File: config.mk
export PLATFORM = sky130hd
export DESIGN_NAME = kms_shift_engine
export DESIGN_NICKNAME = d
export VERILOG_FILES = /design/src/hw/kms_pkg.sv /design/src/hw/kms_shift_engine.sv
export VERILOG_INCLUDE_DIRS = /design/src /design/src/hw
export SDC_FILE = /design/constraint.sdc
export NUM_CORES = 1
export LEC_CHECK = 0
export BUFFER_PORTS_ARGS = -buffer_cell sky130_fd_sc_hd__buf_4
export CORE_ASPECT_RATIO = 2
export CORE_UTILIZATION = 64
export DETAILED_ROUTE_END_ITERATION = 16
export PLACE_DENSITY = 0.92
export SYNTH_ARGS = -nofsm -noshare
export SYNTH_HDL_FRONTEND = slang
export SYNTH_SLANG_ARGS = --single-unit
File: constraint.sdc
create_clock -name clk -period 9.36 [get_ports clk]
set_input_delay 1.872 -clock clk [delete_from_list [all_inputs] [get_ports clk]]
set_output_delay 1.872 -clock clk [all_outputs]
set_load 0.01 [all_outputs]
File: src/hw/kms_defs.svh
// Purpose: constants for the keyboard/mouse shift engine
// Assumes: byte-wide register port, 3-bit word address
// Notes: register offsets are word indices on the plain port
`ifndef KMS_DEFS_SVH
`define KMS_DEFS_SVH

`define KMS_ADDR_W 3
`define KMS_OFS_DATA 3'h0
`define KMS_OFS_STATUS 3'h1
`define KMS_OFS_CONTROL 3'h2
`define KMS_OFS_LINE_OUT 3'h3
`define KMS_OFS_LINE_IN 3'h4
`define KMS_OFS_IRQ_EN 3'h5

`define KMS_RST_CONTROL 8'h00
`define KMS_RST_LINE_OUT 6'h07
`define KMS_RST_IRQ_EN 3'h0
`define KMS_RST_DATA 8'h00

// debounce select above this value saturates at the longest window
`define KMS_IDB_MAX 3'h5
`define KMS_DB_CNT_W 6

// falling-edge counts after the start bit
`define KMS_LAST_DATA_FALL 4'h8
`define KMS_PARITY_FALL 4'h9
`define KMS_STOP_FALL 4'hA

`endif

File: src/hw/kms_pkg.sv
// Purpose: types shared by the shift engine
// Assumes: nothing beyond SystemVerilog packages
// Notes: struct layouts match the register bit order
package kms_pkg;

  typedef enum logic [1:0] {
    KMS_INACTIVE = 2'h0,
    KMS_IDLE = 2'h1,
    KMS_ACTIVE = 2'h3,
    KMS_END = 2'h2
  } kms_state_t;

  typedef struct packed {
    logic reserved;
    logic stop_bit_fault_flag;
    logic [2:0] active_channel;
    logic parity_fault_flag;
    logic transfer_done_flag;
    logic start_seen_flag;
  } kms_status_t;

  typedef struct packed {
    logic weak_pullup_enable;
    logic [2:0] input_debounce_field;
    logic [1:0] high_drive;
    logic transmit_direction;
    logic engine_enable;
  } kms_control_t;

  typedef struct packed {
    logic [2:0] channel_enable;
    logic [2:0] data_drive_bit;
  } kms_line_out_t;

endpackage

File: src/hw/kms_shift_engine.sv
// Purpose: shift engine for three two-wire keyboard/mouse ports
// Assumes: peripheral supplies the port clock; pins are open drain
// Notes: registers reached over a plain byte port, read data one cycle late
`include "kms_defs.svh"

module kms_shift_engine #(
  parameter int CHANNELS = 3
) (
  input wire logic clk,
  input wire logic rst,
  input wire logic [`KMS_ADDR_W-1:0] reg_addr,
  input wire logic [7:0] reg_wdata,
  input wire logic reg_wr,
  input wire logic reg_rd,
  output logic [7:0] reg_rdata,
  input wire logic [2:0] port_clock_line_i,
  output logic [2:0] port_clock_line_o,
  output logic [2:0] port_clock_line_oe,
  input wire logic [2:0] port_data_line_i,
  output logic [2:0] port_data_line_o,
  output logic [2:0] port_data_line_oe,
  output logic weak_pullup_enable,
  output logic shift_interrupt_line,
  output logic [1:0] bitbang_irq_extra
);

  initial
  begin
    if (CHANNELS != 3)
      $error("engine serves exactly three channels");
  end

  kms_pkg::kms_state_t state;
  kms_pkg::kms_status_t status;
  kms_pkg::kms_control_t control;
  kms_pkg::kms_line_out_t line_out;
  logic [2:0] irq_en;
  logic [7:0] shift_data_byte;
  logic [7:0] shift_reg;
  logic [3:0] fall_cnt;
  logic tx_bit;
  logic ones_odd;
  logic wait_line_control;
  logic [2:0] clk_meta;
  logic [2:0] clk_s;
  logic [2:0] dat_meta;
  logic [2:0] dat_s;
  logic [2:0] clk_db;
  logic [2:0] clk_db_prev;
  logic [2:0] fall;
  logic [2:0] start_hit;
  logic [2:0] start_pick;
  logic engine_reset;
  logic act_fall;
  logic act_data;
  logic [2:0] next_clk_oe;
  logic [2:0] next_dat_oe;
  logic [5:0] db_limit;

  // synchronisers: first stage feeds only the second
  always_ff @(posedge clk or posedge rst)
  begin
    if (rst)
    begin
      clk_meta <= 3'h7;
      clk_s <= 3'h7;
      dat_meta <= 3'h7;
      dat_s <= 3'h7;
    end
    else
    begin
      clk_meta <= port_clock_line_i;
      clk_s <= clk_meta;
      dat_meta <= port_data_line_i;
      dat_s <= dat_meta;
    end
  end

  // stable-window limit; unused codes saturate rather than wrap
  always_comb
  begin
    if (control.input_debounce_field > `KMS_IDB_MAX)
      db_limit = 6'h20;
    else
      db_limit = 6'(6'h01 << control.input_debounce_field);
  end

  genvar gi;
  generate
    for (gi = 0; gi < 3; gi = gi + 1)
    begin : g_deb
      logic [`KMS_DB_CNT_W-1:0] cnt;
      always_ff @(posedge clk or posedge rst)
      begin
        if (rst)
        begin
          cnt <= '0;
          clk_db[gi] <= 1'b1;
          clk_db_prev[gi] <= 1'b1;
        end
        else
        begin
          clk_db_prev[gi] <= clk_db[gi];
          if (clk_s[gi] == clk_db[gi])
            cnt <= '0;
          else if (cnt + 6'h01 >= db_limit)
          begin
            clk_db[gi] <= clk_s[gi];
            cnt <= '0;
          end
          else
            cnt <= cnt + 6'h01;
        end
      end
      assign fall[gi] = clk_db_prev[gi] & ~clk_db[gi];
    end
  endgenerate

  // engine held in reset when disabled or no channel enabled
  assign engine_reset = ~control.engine_enable | (line_out.channel_enable == 3'h0);
  // start bit: clock fall with data low on an enabled channel
  assign start_hit = fall & ~dat_s & line_out.channel_enable;
  // lower channel number wins a tie
  assign start_pick = start_hit[0] ? 3'h1 : (start_hit[1] ? 3'h2 : (start_hit[2] ? 3'h4 : 3'h0));
  assign act_fall = |(fall & status.active_channel);
  assign act_data = |(dat_s & status.active_channel);

  // state machine, shifter, status
  always_ff @(posedge clk or posedge rst)
  begin
    if (rst)
    begin
      state <= kms_pkg::KMS_INACTIVE;
      status <= '0;
      shift_reg <= '0;
      fall_cnt <= '0;
      tx_bit <= 1'b1;
      ones_odd <= 1'b0;
      wait_line_control <= 1'b0;
    end
    else if (engine_reset)
    begin
      state <= kms_pkg::KMS_INACTIVE;
      status <= '0;
      fall_cnt <= '0;
      tx_bit <= 1'b1;
      ones_odd <= 1'b0;
      wait_line_control <= 1'b0;
    end
    else
    begin
      case (state)
        kms_pkg::KMS_INACTIVE:
        begin
          state <= kms_pkg::KMS_IDLE;
        end
        kms_pkg::KMS_IDLE:
        begin
          if (start_pick != 3'h0)
          begin
            state <= kms_pkg::KMS_ACTIVE;
            status.start_seen_flag <= 1'b1;
            status.active_channel <= start_pick;
            fall_cnt <= 4'h0;
            ones_odd <= 1'b0;
            if (control.transmit_direction)
            begin
              shift_reg <= shift_data_byte;
              tx_bit <= shift_data_byte[0];
            end
          end
        end
        kms_pkg::KMS_ACTIVE:
        begin
          if (control.transmit_direction)
          begin
            if (wait_line_control)
            begin
              if (!act_data)
              begin
                state <= kms_pkg::KMS_END;
                status.transfer_done_flag <= 1'b1;
              end
            end
            else if (act_fall)
            begin
              fall_cnt <= fall_cnt + 4'h1;
              if (fall_cnt < 4'h7)
                tx_bit <= shift_reg[fall_cnt[2:0] + 3'h1];
              else if (fall_cnt == 4'h7)
                tx_bit <= ~(^shift_reg);
              else if (fall_cnt == 4'h8)
                tx_bit <= 1'b1;
              else
                wait_line_control <= 1'b1;
            end
          end
          else if (act_fall)
          begin
            fall_cnt <= fall_cnt + 4'h1;
            if (fall_cnt < `KMS_LAST_DATA_FALL)
            begin
              shift_reg <= {act_data, shift_reg[7:1]};
              ones_odd <= ones_odd ^ act_data;
            end
            else if (fall_cnt == `KMS_PARITY_FALL - 4'h1)
            begin
              if (!(ones_odd ^ act_data))
                status.parity_fault_flag <= 1'b1;
            end
            else
            begin
              state <= kms_pkg::KMS_END;
              status.transfer_done_flag <= 1'b1;
              if (!act_data)
                status.stop_bit_fault_flag <= 1'b1;
            end
          end
        end
        kms_pkg::KMS_END:
        begin
          state <= kms_pkg::KMS_END;
        end
        default:
        begin
          state <= kms_pkg::KMS_INACTIVE;
        end
      endcase
    end
  end

  // register port: writes, and received byte capture
  always_ff @(posedge clk or posedge rst)
  begin
    if (rst)
    begin
      control <= `KMS_RST_CONTROL;
      line_out <= `KMS_RST_LINE_OUT;
      irq_en <= `KMS_RST_IRQ_EN;
      shift_data_byte <= `KMS_RST_DATA;
    end
    else
    begin
      if (reg_wr)
      begin
        case (reg_addr)
          `KMS_OFS_DATA: shift_data_byte <= reg_wdata;
          `KMS_OFS_CONTROL: control <= reg_wdata;
          `KMS_OFS_LINE_OUT: line_out <= reg_wdata[5:0];
          `KMS_OFS_IRQ_EN: irq_en <= reg_wdata[2:0];
          default: ;
        endcase
      end
      // hardware set wins over a same-cycle software write
      if (!engine_reset && state == kms_pkg::KMS_IDLE && start_pick != 3'h0
          && control.transmit_direction)
        line_out.data_drive_bit <= 3'h7;
      if (!engine_reset && state == kms_pkg::KMS_ACTIVE && !control.transmit_direction
          && act_fall && fall_cnt == `KMS_LAST_DATA_FALL - 4'h1)
        shift_data_byte <= {act_data, shift_reg[7:1]};
    end
  end

  // read data for one cycle after the strobe only
  always_ff @(posedge clk or posedge rst)
  begin
    if (rst)
      reg_rdata <= '0;
    else if (reg_rd)
    begin
      case (reg_addr)
        `KMS_OFS_DATA: reg_rdata <= shift_data_byte;
        `KMS_OFS_STATUS: reg_rdata <= status;
        `KMS_OFS_CONTROL: reg_rdata <= control;
        `KMS_OFS_LINE_OUT: reg_rdata <= {2'h0, line_out};
        `KMS_OFS_LINE_IN: reg_rdata <= {2'h0, clk_s, dat_s};
        `KMS_OFS_IRQ_EN: reg_rdata <= {5'h00, irq_en};
        default: reg_rdata <= 8'h00;
      endcase
    end
    else
      reg_rdata <= 8'h00;
  end

  // pin drive: an enable of one pulls the line low
  always_comb
  begin
    next_clk_oe = 3'h7;
    next_dat_oe = ~line_out.data_drive_bit;
    if (!control.engine_enable || engine_reset)
    begin
      next_clk_oe = ~line_out.channel_enable;
      next_dat_oe = ~line_out.data_drive_bit;
    end
    else
    begin
      case (state)
        kms_pkg::KMS_INACTIVE:
        begin
          next_clk_oe = 3'h7;
        end
        kms_pkg::KMS_IDLE:
        begin
          next_clk_oe = ~line_out.channel_enable;
        end
        kms_pkg::KMS_ACTIVE:
        begin
          next_clk_oe = ~status.active_channel;
          if (control.transmit_direction)
            next_dat_oe = tx_bit ? 3'h0 : status.active_channel;
        end
        kms_pkg::KMS_END:
        begin
          next_clk_oe = 3'h7;
          next_dat_oe = 3'h0;
        end
        default:
        begin
          next_clk_oe = 3'h7;
        end
      endcase
    end
  end

  // outputs all from flops; open-drain levels are always low
  always_ff @(posedge clk or posedge rst)
  begin
    if (rst)
    begin
      port_clock_line_oe <= 3'h0;
      port_data_line_oe <= 3'h0;
      port_clock_line_o <= 3'h0;
      port_data_line_o <= 3'h0;
      weak_pullup_enable <= 1'b0;
      shift_interrupt_line <= 1'b0;
      bitbang_irq_extra <= 2'h0;
    end
    else
    begin
      port_clock_line_oe <= next_clk_oe;
      port_data_line_oe <= next_dat_oe;
      port_clock_line_o <= 3'h0;
      port_data_line_o <= 3'h0;
      weak_pullup_enable <= control.weak_pullup_enable;
      if (control.engine_enable)
      begin
        shift_interrupt_line <= (status.start_seen_flag & irq_en[0])
                              | (status.transfer_done_flag & irq_en[1]);
        bitbang_irq_extra <= 2'h0;
      end
      else
      begin
        shift_interrupt_line <= irq_en[2] & clk_s[0];
        bitbang_irq_extra <= irq_en[2] ? clk_s[2:1] : 2'h0;
      end
    end
  end

endmodule

**Yosys cells after proc, flatten, opt, wreduce, memory -nomap -nowiden**

Index checks and enable logic that the tools add are counted.
W data, S select, Z words.

- Register bits: 103
- Output and inout bits: 24

- $add $sub $neg: 5
- $lt $le $gt $ge: 7
- Equal/unequal tests: 41
- Shifts and indexed selects: 1
- Mux-type cells: 94
- Bitwise gates (word level): 26
- Reductions and logical operators: 50

Operators with widths:

| cell | number |
|---|---|
| $mux W8 | 9 |
| $pmux W8 S6 | 1 |
| $mux W6 | 7 |
| $mux W1 | 38 |
| $mux W3 | 12 |
| $ne A3 B3 Y1 const B | 9 |
| $mux W2 | 13 |
| $ne A4 B4 Y1 const B | 6 |
| $reduce_and A6 Y1 | 4 |
| $reduce_bool A2 Y1 | 11 |
| $mux W4 | 5 |
| $reduce_and A2 Y1 | 10 |
| $add A6 B1 Y6 const B | 3 |
| $ge A6 B6 Y1 | 3 |
| $ne A2 B2 Y1 const B | 8 |
| $pmux W8 S2 | 1 |
| $reduce_and A7 Y1 | 2 |
| $and A3 B3 Y3 | 4 |
| $not A3 Y3 | 4 |
| $not A1 Y1 | 9 |
| $pmux W3 S3 | 1 |
| $reduce_bool A3 Y1 | 3 |
| $pmux W2 S4 | 1 |
| $pmux W4 S2 | 1 |
| other kinds (36) | 59 |

**Depth between registers and ports, before layout**

Gate-level depths: netlist of the first run.

- Depth after elaboration: 12
- Gate-level depth with buffers: 9
- Mapped depth without buffers: 8

**Worst setup path before layout of the first run**

Ideal clock, no wire load.

- Path kind: input port to flip-flop
- Start point: input reg_addr[0]
- End point: register shift_data_byte[7]
- Library setup time: 0.150 ns
- Data arrival time: 2.997 ns
- Slack: 6.213 ns
- Cell stages on the path: 5
- Path through: nor4b_1 clkbuf_1 mux2_2 nand2_1 o21ai_1

- Cells in the longest elaborated chain, start to end: 3

Ends and longest elaborated chain:

| element | RTL line | RTL |
|---|---|---|
| start: declaration | kms_shift_engine.sv:11 | `` input wire logic [`KMS_ADDR_W-1:0] reg_addr, `` |
| $logic_not A3 Y1 | kms_shift_engine.sv:246 | `case (reg_addr)` |
| $reduce_bool A2 Y1 (no line) | -- |  |
| $reduce_and A2 Y1 (no line) | -- |  |
| end signal: assignment | kms_shift_engine.sv:240 | `` shift_data_byte <= `KMS_RST_DATA; `` |
| end signal: assignment | kms_shift_engine.sv:247 | `` `KMS_OFS_DATA: shift_data_byte <= reg_wdata; `` |
| end signal: assignment | kms_shift_engine.sv:260 | `shift_data_byte <= {act_data, shift_reg[7:1]};` |
| end: declaration | kms_shift_engine.sv:38 | `logic [7:0] shift_data_byte;` |

Every way passes these cells.
A chain may end at the register's enable or synchronous reset.

**Final worst setup path of the first run**

Same ends and word-level chain as after synthesis.

==> results of run 1 <==
[cells in the mapped netlist (5+ instances only)]
library cell  count  area [um2]
and2_1            7        43.8
a21oi_1          18        90.1
ha_1             20         250
dfrtp_1          81        2030
a21oi_2           7        61.3
a31oi_1           5        31.3
xor2_1            8        70.1
clkbuf_1          6        22.5
o21ai_0          19        95.1
nand3b_1          6        45.0
nand2_1          32         120
o21ai_1          13        65.1
inv_1            11        41.3
nand3_1          10        50.1
mux2i_1          27         270
nand2b_1          8        50.1
buf_4            10        75.1
xnor2_1          15         131
nor2b_1          14        87.6
nor2_1           48         180
dfstp_2          22         578
mux2_2           16         180
[per-layer routing]
layer / part of all wire, % / GRT usage (%) / vias up / wire length, um
met5: 0 / 0 / - / 0
met4: 5.2 / 18.6 / 0 / 631
met3: 3.7 / 5.21 / 44 / 450
met2: 56 / 56.0 / 95 / 6780
met1: 35 / 30.0 / 1906 / 4260
li1: - / - / 1770 / -
[where the power goes]
part           internal [mW]  switching (mW)  total [mW]
sequential             0.543          0.0929       0.636
clock                  0.189           0.177       0.366
combinational          0.190           0.201       0.392
[final cells by class]
cell class                      instances  share of cell area (%)
Tap cell                               96                    2.04
Timing Repair Buffer                   43                    5.47
Inverter                               11                   0.743
Clock buffer                            9                    3.82
Multi-Input combinational cell        351                    42.6
Sequential cell                       103                    44.2
Clock inverter                          7                    1.17
[path summary, 6_finish.rpt]
check	start	end	slack (ps)	cells past startpoint
worst min register to register	clk_meta[2]$_DFF_PP1_	clk_s[2]$_DFF_PP1_	360	0
max in group asynchronous	rst	control[3]$_DFFE_PP0P_	6630	3
worst min-delay path	clk_meta[2]$_DFF_PP1_	clk_s[2]$_DFF_PP1_	360	0
min in group asynchronous	rst	shift_data_byte[3]$_DFFE_PP0P_	1520	2
worst max register to register	control[6]$_DFFE_PP0P_	g_deb[2].cnt[3]$_DFF_PP0_	6560	8
worst max-delay path	reg_addr[0]	shift_data_byte[7]$_DFFE_PP0P_	6490	6
[kinds of logic after synthesis]
| logic type | after synthesis |
|---|---|
| simple gates | 155 |
| buf+inv | 34 |
| fa+ha+maj | 23 |
| flops | 103 |
| compound gates | 94 |
| xor+xnor | 23 |
| other cells | 1 |
| mux | 50 |
[stage by stage]
stage	cells	setup slack, ps	hold slack [ps]	power [mW]
global placement	604	6190	345	1.01
CTS	620	6510	359	1.40
global route	620	6390	361	1.47
finish	620	6490	357	1.39
floorplan	488	4820	345	0.904
detailed placement	604	6160	347	1.03
==> flow_summary.yaml, run 1 <==
synth:
  ys_ff_latch: 103
  syn_area_per_cell_um2: 10.9
  synth-compound-area-share_pct: 11.5
  syn_inst: 483
  synth_ff_type: "dfrtp_1"
  synth-xor-area-share_pct: 3.81
  ys_seq_area_share_pct: 49.3
  synthMuxAreaShare_pct: 10.7
  synth_top_family_by_area: "simple AND/OR/NAND/NOR gates"
  synth-edff-count: 0
  yosys_warnings: 0
  syn-cell-area_um2: 5280
  async_flop_share_pct: 100
  post_synth_fa_ha_maj_area_fraction_pct: 5.30
  ys_types: 66
  yosys.area_share.simple_pct: 15.6
cts:
  cts_resized: 0
  post-cts-setup-buffers: 0
  cts_buffer_depth: 2
  cts_tree: "done"
  cts_made_buffers: 9
  root_buffer: "clkbuf_16"
  clock_latency_ps: 350
  clock_sinks: 103
  ctsHoldBuffers: 0
  clk_pin_slew_worst_paths_ps: 70
  h-tree-depth: 3
critical_path:
  slowest_delay_ps: 350
  cp_slowest_cell: "mux2_2"
  endpoint_kind: "flop"
  critical_path.max_fanout: 21
  critPathKind: "in -> reg"
  critPathTopFamily: "buffers and inverters"
  crit_required_ps: 9580
  cp_common_cell: "buf_4"
  crit_arrival_ps: 3090
  path_cells: "buf_4 -> nor4b_2 -> buf_4 -> mux2_2 -> nand2_1 -> o21ai_1"
  crit_buf_inv: 2
  critPathLaunchType: "primary input"
final_layout:
  regArea_um2: 2610
  area_delta_synth_final_pct: 11.6
  regMostFlops: "g_deb.cnt"
  layout-drive-gt1-share_pct: 22.9
  antenna_cells: 0
  multi_input_area_um2: 2510
  design_area_um2: 5900
  utilization_pct: 74.2
  layout_commonest_cell: "dfrtp_1"
  nets: 560
  n_fill_cell: 556
  layout_common_cells: "dfrtp_1, nor2_1, buf_4"
  largest_reg_flops: 18
die:
  start_util_pct: 66.5
  core-area_um2: 7940
  fp.dieH_um: 131
  dieArea_um2: 8650
  io_pins: 45
  die_w_um: 66.3
  rows: 46
grt:
  grt_pass1_wl_um: 19000
  grt_pass1_vias: 3925
  grt_overflow_total: 0
  grt_usage_pct: 30.2
  grt_max_degree: 72
  antenna_found_initial: 0
detailed_routing:
  drt_first_pass_iters: 4
  drt_iter0_markers: 424
  num_vias: 3815
  wl_per_cell_um: 19.6
  viasPerCell: 6.15
  drc: 0
  wirelength_um: 12100
  ant_nets: 0
status:
  status: "finished clean"
power_and_ir_drop:
  p_per_area_nw_per_um2: 236
  p_leak_nw: 2.63
  vdd_drop_max_mv: 0.150
timing:
  slew_headroom_pct: 43.2
  setup_viol: 0
  fin_tns_setup_ps: 0
  fmax_ghz: 0.349
  rsz0062_at_grt: "false"
  worst_slew_pin_slew_ps: 852
  skew_ps: 6.37
  hold_viol_final: 0
  fin_crit_sh_pct: 30.6
  final.min_clock_period_ps: 2870
  slew_viol_final: 0
hold_path:
  worstHoldPathType: "reg -> reg"
placed_design:
  detailed_place.area_um2: 5600
  dpl.hpwl_um: 9140
  globalplace.congestion: 0.908
  portBuffers: 38
flow_run:
  cap_violations: 0
(Power assumes the default switching activity.)
==> run 2: changes to the inputs <==
CORE_UTILIZATION = 60   (was 64)
PLACE_DENSITY = 0.87   (was 0.92)
clock period = 2.8 ns   (was 9.36 ns; I/O delays follow)
==> run 2 against run 1 <==
Flip-flop and latch count unchanged. Total power grew to 3.4 times the previous value. Clock power rose to 3.5 times the previous value. Non-clock buffer count rose by 3. Count of clock-buffer cells in the layout increased by 1. Via count up 3.2%. Die area grew 6.5%. First-iteration DRC count is 8.5% lower. Final cell count increased by 1.1%. Critical path type is now reg -> reg.
==> flow_summary.yaml, run 2 (synthesis results as in run 1) <==
die:
  rows: 48
  core-area_um2: 8590
  start_util_pct: 61.5
  die_w_um: 68.4
  fp.dieH_um: 135
  io_pins: 45
  dieArea_um2: 9210
timing:
  rsz0062_at_grt: "false"
  fin_crit_sh_pct: 94.9
  slew_viol_final: 0
  slew_headroom_pct: 59.5
  fin_tns_setup_ps: 0
  skew_ps: 4.55
  setup_viol: 0
  final.min_clock_period_ps: 2660
  fmax_ghz: 0.376
  worst_slew_pin_slew_ps: 601
  hold_viol_final: 0
placed_design:
  dp.cells: 611
  dpl.hpwl_um: 9370
  portBuffers: 38
  globalplace.congestion: 0.884
critical_path:
  r2r_cells: 7
  slowest_delay_ps: 520
  critPathLaunchType: "flop"
  cp_slowest_cell: "or3b_2"
  path_cells: "or3b_2 -> ha_1 -> a211oi_1 -> o21bai_1 -> maj3_1 -> a211o_1 -> nor2b_1"
  critPathKind: "reg -> reg"
  crit_required_ps: 3080
  endpoint_kind: "flop"
  critical_path.max_fanout: 8
  crit_arrival_ps: 2940
final_layout:
  stdcell_count: 627
  regMostFlops: "g_deb.cnt"
  area_delta_synth_final_pct: 12.7
  layout-drive-gt1-share_pct: 23.5
  nets: 563
  antenna_cells: 0
  largest_reg_flops: 18
  layout_common_cells: "dfrtp_1, nor2_1, buf_4"
  layout_commonest_cell: "dfrtp_1"
cts:
  cts_tree: "done"
  cts_buffer_depth: 2
  clock_sinks: 103
  cts_made_buffers: 9
  root_buffer: "clkbuf_16"
  clk_pin_slew_worst_paths_ps: 70
  clock_latency_ps: 350
  h-tree-depth: 3
power_and_ir_drop:
  p_total_mw: 4.75
  vdd_drop_max_mv: 0.531
  p_per_area_nw_per_um2: 797
  p_leak_nw: 2.65
grt:
  grt_usage_pct: 30.2
  grt_pass1_wl_um: 19800
  grt_pass1_vias: 3958
  grt_overflow_total: 0
  grt_max_degree: 104
  antenna_found_initial: 0
detailed_routing:
  wirelength_um: 12700
  drc: 0
  ant_nets: 0
  wl_per_cell_um: 20.2
  viasPerCell: 6.28
  drt_iter0_markers: 388
  drt_first_pass_iters: 5
  num_vias: 3938
flow_run:
  cap_violations: 0
status:
  status: "finished clean"
hold_path:
  hold_depth: 1
  worstHoldPathType: "in -> reg"
-- run 2: through the flow --
step,setup WS [ps],util [%],hold slack (ps),cell area (um2)
final,143,69.3,307,5960
after global routing,42.2,69.3,297,5960
after CTS,139,69.3,306,5950
after detailed placement,157,65.7,349,5640
after global placement,296,65.7,346,5640
after floorplan,411,-,345,5310
-- run 2: layout make-up --
cell class | instances | area [um2]
well taps | 100 | 125
inverters | 11 | 45.0
repair buffers | 46 | 358
fillers | 620 | 2630
flip-flops and latches | 103 | 2610
multi-input cells | 351 | 2520
clock buffers | 10 | 250
clock inverters | 6 | 56.3
-- run 2: final timing paths --
kind,slack (ps),from,endpoint
worst min-delay path,310,port_data_line_i[2],dat_meta[2]$_DFF_PP1_
min in group asynchronous,350,rst,status[1]$_DFFE_PP0P_
worst min register to register,360,dat_meta[0]$_DFF_PP1_,dat_s[0]$_DFF_PP1_
max in group asynchronous,2030,rst,clk_db[2]$_DFFE_PP1P_
worst max-delay path,140,control[4]$_DFFE_PP0P_,g_deb[0].cnt[5]$_DFF_PP0_
worst max register to register,140,control[4]$_DFFE_PP0P_,g_deb[0].cnt[5]$_DFF_PP0_
-- run 2: repair_timing --
| item | CTS | global route |
|---|---|---|
| resized for setup | 0 | 1 |
| endpoints found under the setup margin | 0 | 2 |
| hold buffers | 0 | 0 |
| setup buffers | 0 | 0 |
-- run 2: report_power, final --
part	switching, mW	internal (mW)
logic	0.702	0.653
clock network	0.597	0.679
registers	0.298	1.82
total	1.60	3.15
-- run 2: critical path, delay by kind of cell, from the launching register on --
kind            cells  cell delay, ps
compound gates      3             750
fa+ha+maj           2             680
flops               1             480
simple gates        2             670
-- run 2: metal layers --
layer | track usage, % | routed length [um] | up-vias
li1 | - | - | 1769
met1 | 32.6 | 4380 | 1984
met2 | 51.8 | 6990 | 134
met3 | 5.24 | 522 | 51
met4 | 19.0 | 779 | 0
met5 | 0 | 0 | -
==> run 3: changes to the inputs <==
--- a/config.mk
+++ b/config.mk
@@ -8,5 +8,5 @@
 export LEC_CHECK = 0
 export BUFFER_PORTS_ARGS = -buffer_cell sky130_fd_sc_hd__buf_4
-export CORE_ASPECT_RATIO = 2
+export CORE_ASPECT_RATIO = 1.25
 export CORE_UTILIZATION = 60
 export DETAILED_ROUTE_END_ITERATION = 16
==> constraint.sdc (replaced) <==
create_clock -name clk -period 2.8 [get_ports clk]
set_input_delay 0.42 -clock clk [delete_from_list [all_inputs] [get_ports clk]]
set_output_delay 0.42 -clock clk [all_outputs]
set_load 0.01 [all_outputs]
==> run 3 against run 2 <==
Core utilization rose by 0.27 points. Critical path depth did not move. Register-to-register slack improved by 30 ps. Final area fell by 2.1%. Sequential share of layout area grew 0.92 points. First-iteration DRC count fell by 34%. Fmax rose by 1.1%. Die area decreased by 0.22%. Final cell count grew 2.4%. Setup slack improved by 30 ps. Clock power decreased by 31%. Non-clock buffer count down 2. Largest power group unchanged. Highest routed layer unchanged.
==> flow_summary.yaml, run 3 (synthesis results as in run 1) <==
final_layout:
  nets: 561
  n_fill_cell: 613
  area_delta_synth_final_pct: 10.4
  utilization_pct: 69.6
  layout_commonest_cell: "dfrtp_1"
  largest_reg_flops: 18
  layout_common_cells: "dfrtp_1, nor2_1, buf_4"
  antenna_cells: 0
  regMostFlops: "g_deb.cnt"
  layout-drive-gt1-share_pct: 23.2
cts:
  root_buffer: "clkbuf_8"
  cts_tree: "done"
  h-tree-depth: 3
  cts_made_buffers: 9
  clk_pin_slew_worst_paths_ps: 100
  clock_sinks: 103
  cts_buffer_depth: 2
  clock_latency_ps: 390
  post-cts-setup-buffers: 0
  ctsHoldBuffers: 0
grt:
  grt_overflow_total: 0
  grt_pass1_vias: 3791
  antenna_found_initial: 0
  grt_usage_pct: 26.8
  grt_pass1_wl_um: 18500
  grt_max_degree: 104
placed_design:
  globalplace.congestion: 0.899
  dpl.hpwl_um: 8270
  portBuffers: 38
timing:
  fmax_ghz: 0.381
  slew_headroom_pct: 50.5
  skew_ps: 10.8
  worst_slew_pin_slew_ps: 732
  final.min_clock_period_ps: 2630
  fin_crit_sh_pct: 93.8
  fin_hold_ws_ps: 132
  rsz0062_at_grt: "false"
  setup_viol: 0
  hold_viol_final: 0
  fin_tns_setup_ps: 0
  slew_viol_final: 0
die:
  io_pins: 45
  fp.dieH_um: 107
  dieArea_um2: 9190
  rows: 37
  core-area_um2: 8380
  die_w_um: 85.9
  start_util_pct: 63.1
critical_path:
  critPathKind: "reg -> reg"
  crit_required_ps: 3120
  path_cells: "or3b_2 -> ha_1 -> a211oi_1 -> o21bai_1 -> maj3_1 -> a211o_1 -> nor2b_1"
  critical_path.max_fanout: 8
  slowest_delay_ps: 520
  cp_slowest_cell: "or3b_2"
  critPathTopFamily: "compound AO/OA/AOI/OAI gates"
  crit_arrival_ps: 2940
  critPathLaunchType: "flop"
  crit_buf_inv: 0
  endpoint_kind: "flop"
detailed_routing:
  drt_first_pass_iters: 5
  num_vias: 3820
  wl_per_cell_um: 17.8
  viasPerCell: 5.95
  drt_iter0_markers: 256
  drc: 0
  ant_nets: 0
  wirelength_um: 11400
flow_run:
  cap_violations: 0
power_and_ir_drop:
  p_leak_nw: 2.59
  p_per_area_nw_per_um2: 739
  vdd_drop_max_mv: 0.466
  p_total_mw: 4.31
status:
  status: "finished clean"
hold_path:
  worstHoldPathType: "in -> reg"
[run 3: changes by cell type in the layout (fill, tap and decap cells not counted), sizes merged]
cell,change
buf,-2
clkbuf,-1
clkinv,+4
clkinvlp,-1
inv,-2
[run 3: cell type report]
| cell class | count | area [um2] | area share [%] |
|---|---|---|---|
| clock buffers | 9 | 124 | 2.12 |
| well taps | 117 | 146 | 2.51 |
| repair buffers | 44 | 343 | 5.88 |
| flip-flops and latches | 103 | 2610 | 44.7 |
| inverters | 11 | 45.0 | 0.772 |
| clock inverters | 7 | 53.8 | 0.922 |
| multi-input cells | 351 | 2520 | 43.1 |
[run 3: what timing repair did]
item	in CTS	in global routing
endpoints found under the hold margin	0	0
endpoints found under the setup margin	0	1
gates resized for setup	0	1
[run 3: worst paths after layout]
kind / slack (ps) / cells after the start / end / startpoint
worst min register to register: 360 / 0 / clk_s[1]$_DFF_PP1_ / clk_meta[1]$_DFF_PP1_
worst max-delay path: 170 / 7 / g_deb[0].cnt[2]$_DFF_PP0_ / control[4]$_DFFE_PP0P_
min in group asynchronous: 170 / 3 / g_deb[0].cnt[2]$_DFF_PP0_ / rst
max in group asynchronous: 2220 / 3 / g_deb[2].cnt[4]$_DFF_PP0_ / rst
worst min-delay path: 130 / 1 / dat_meta[2]$_DFF_PP1_ / port_data_line_i[2]
worst max register to register: 170 / 7 / g_deb[0].cnt[2]$_DFF_PP0_ / control[4]$_DFFE_PP0P_
[run 3: power breakdown]
part / internal (mW) / switching, mW
registers: 1.82 / 0.317
logic: 0.642 / 0.652
clock network: 0.333 / 0.549
total: 2.79 / 1.52
[run 3: per-stage QoR]
stage	instance area, um2	setup WS [ps]	std cells
after floorplan	5310	411	488
after global placement	5650	332	626
after detailed placement	5650	183	626
after CTS	5830	145	642
after global routing	5830	43.7	642
final	5830	173	642
[run 3: metal layers]
layer,GRT usage [%],share of wire (%)
met1,31.6,40
met2,47.4,52
met3,3.00,3.9
met4,14.9,3.7
met5,0,0
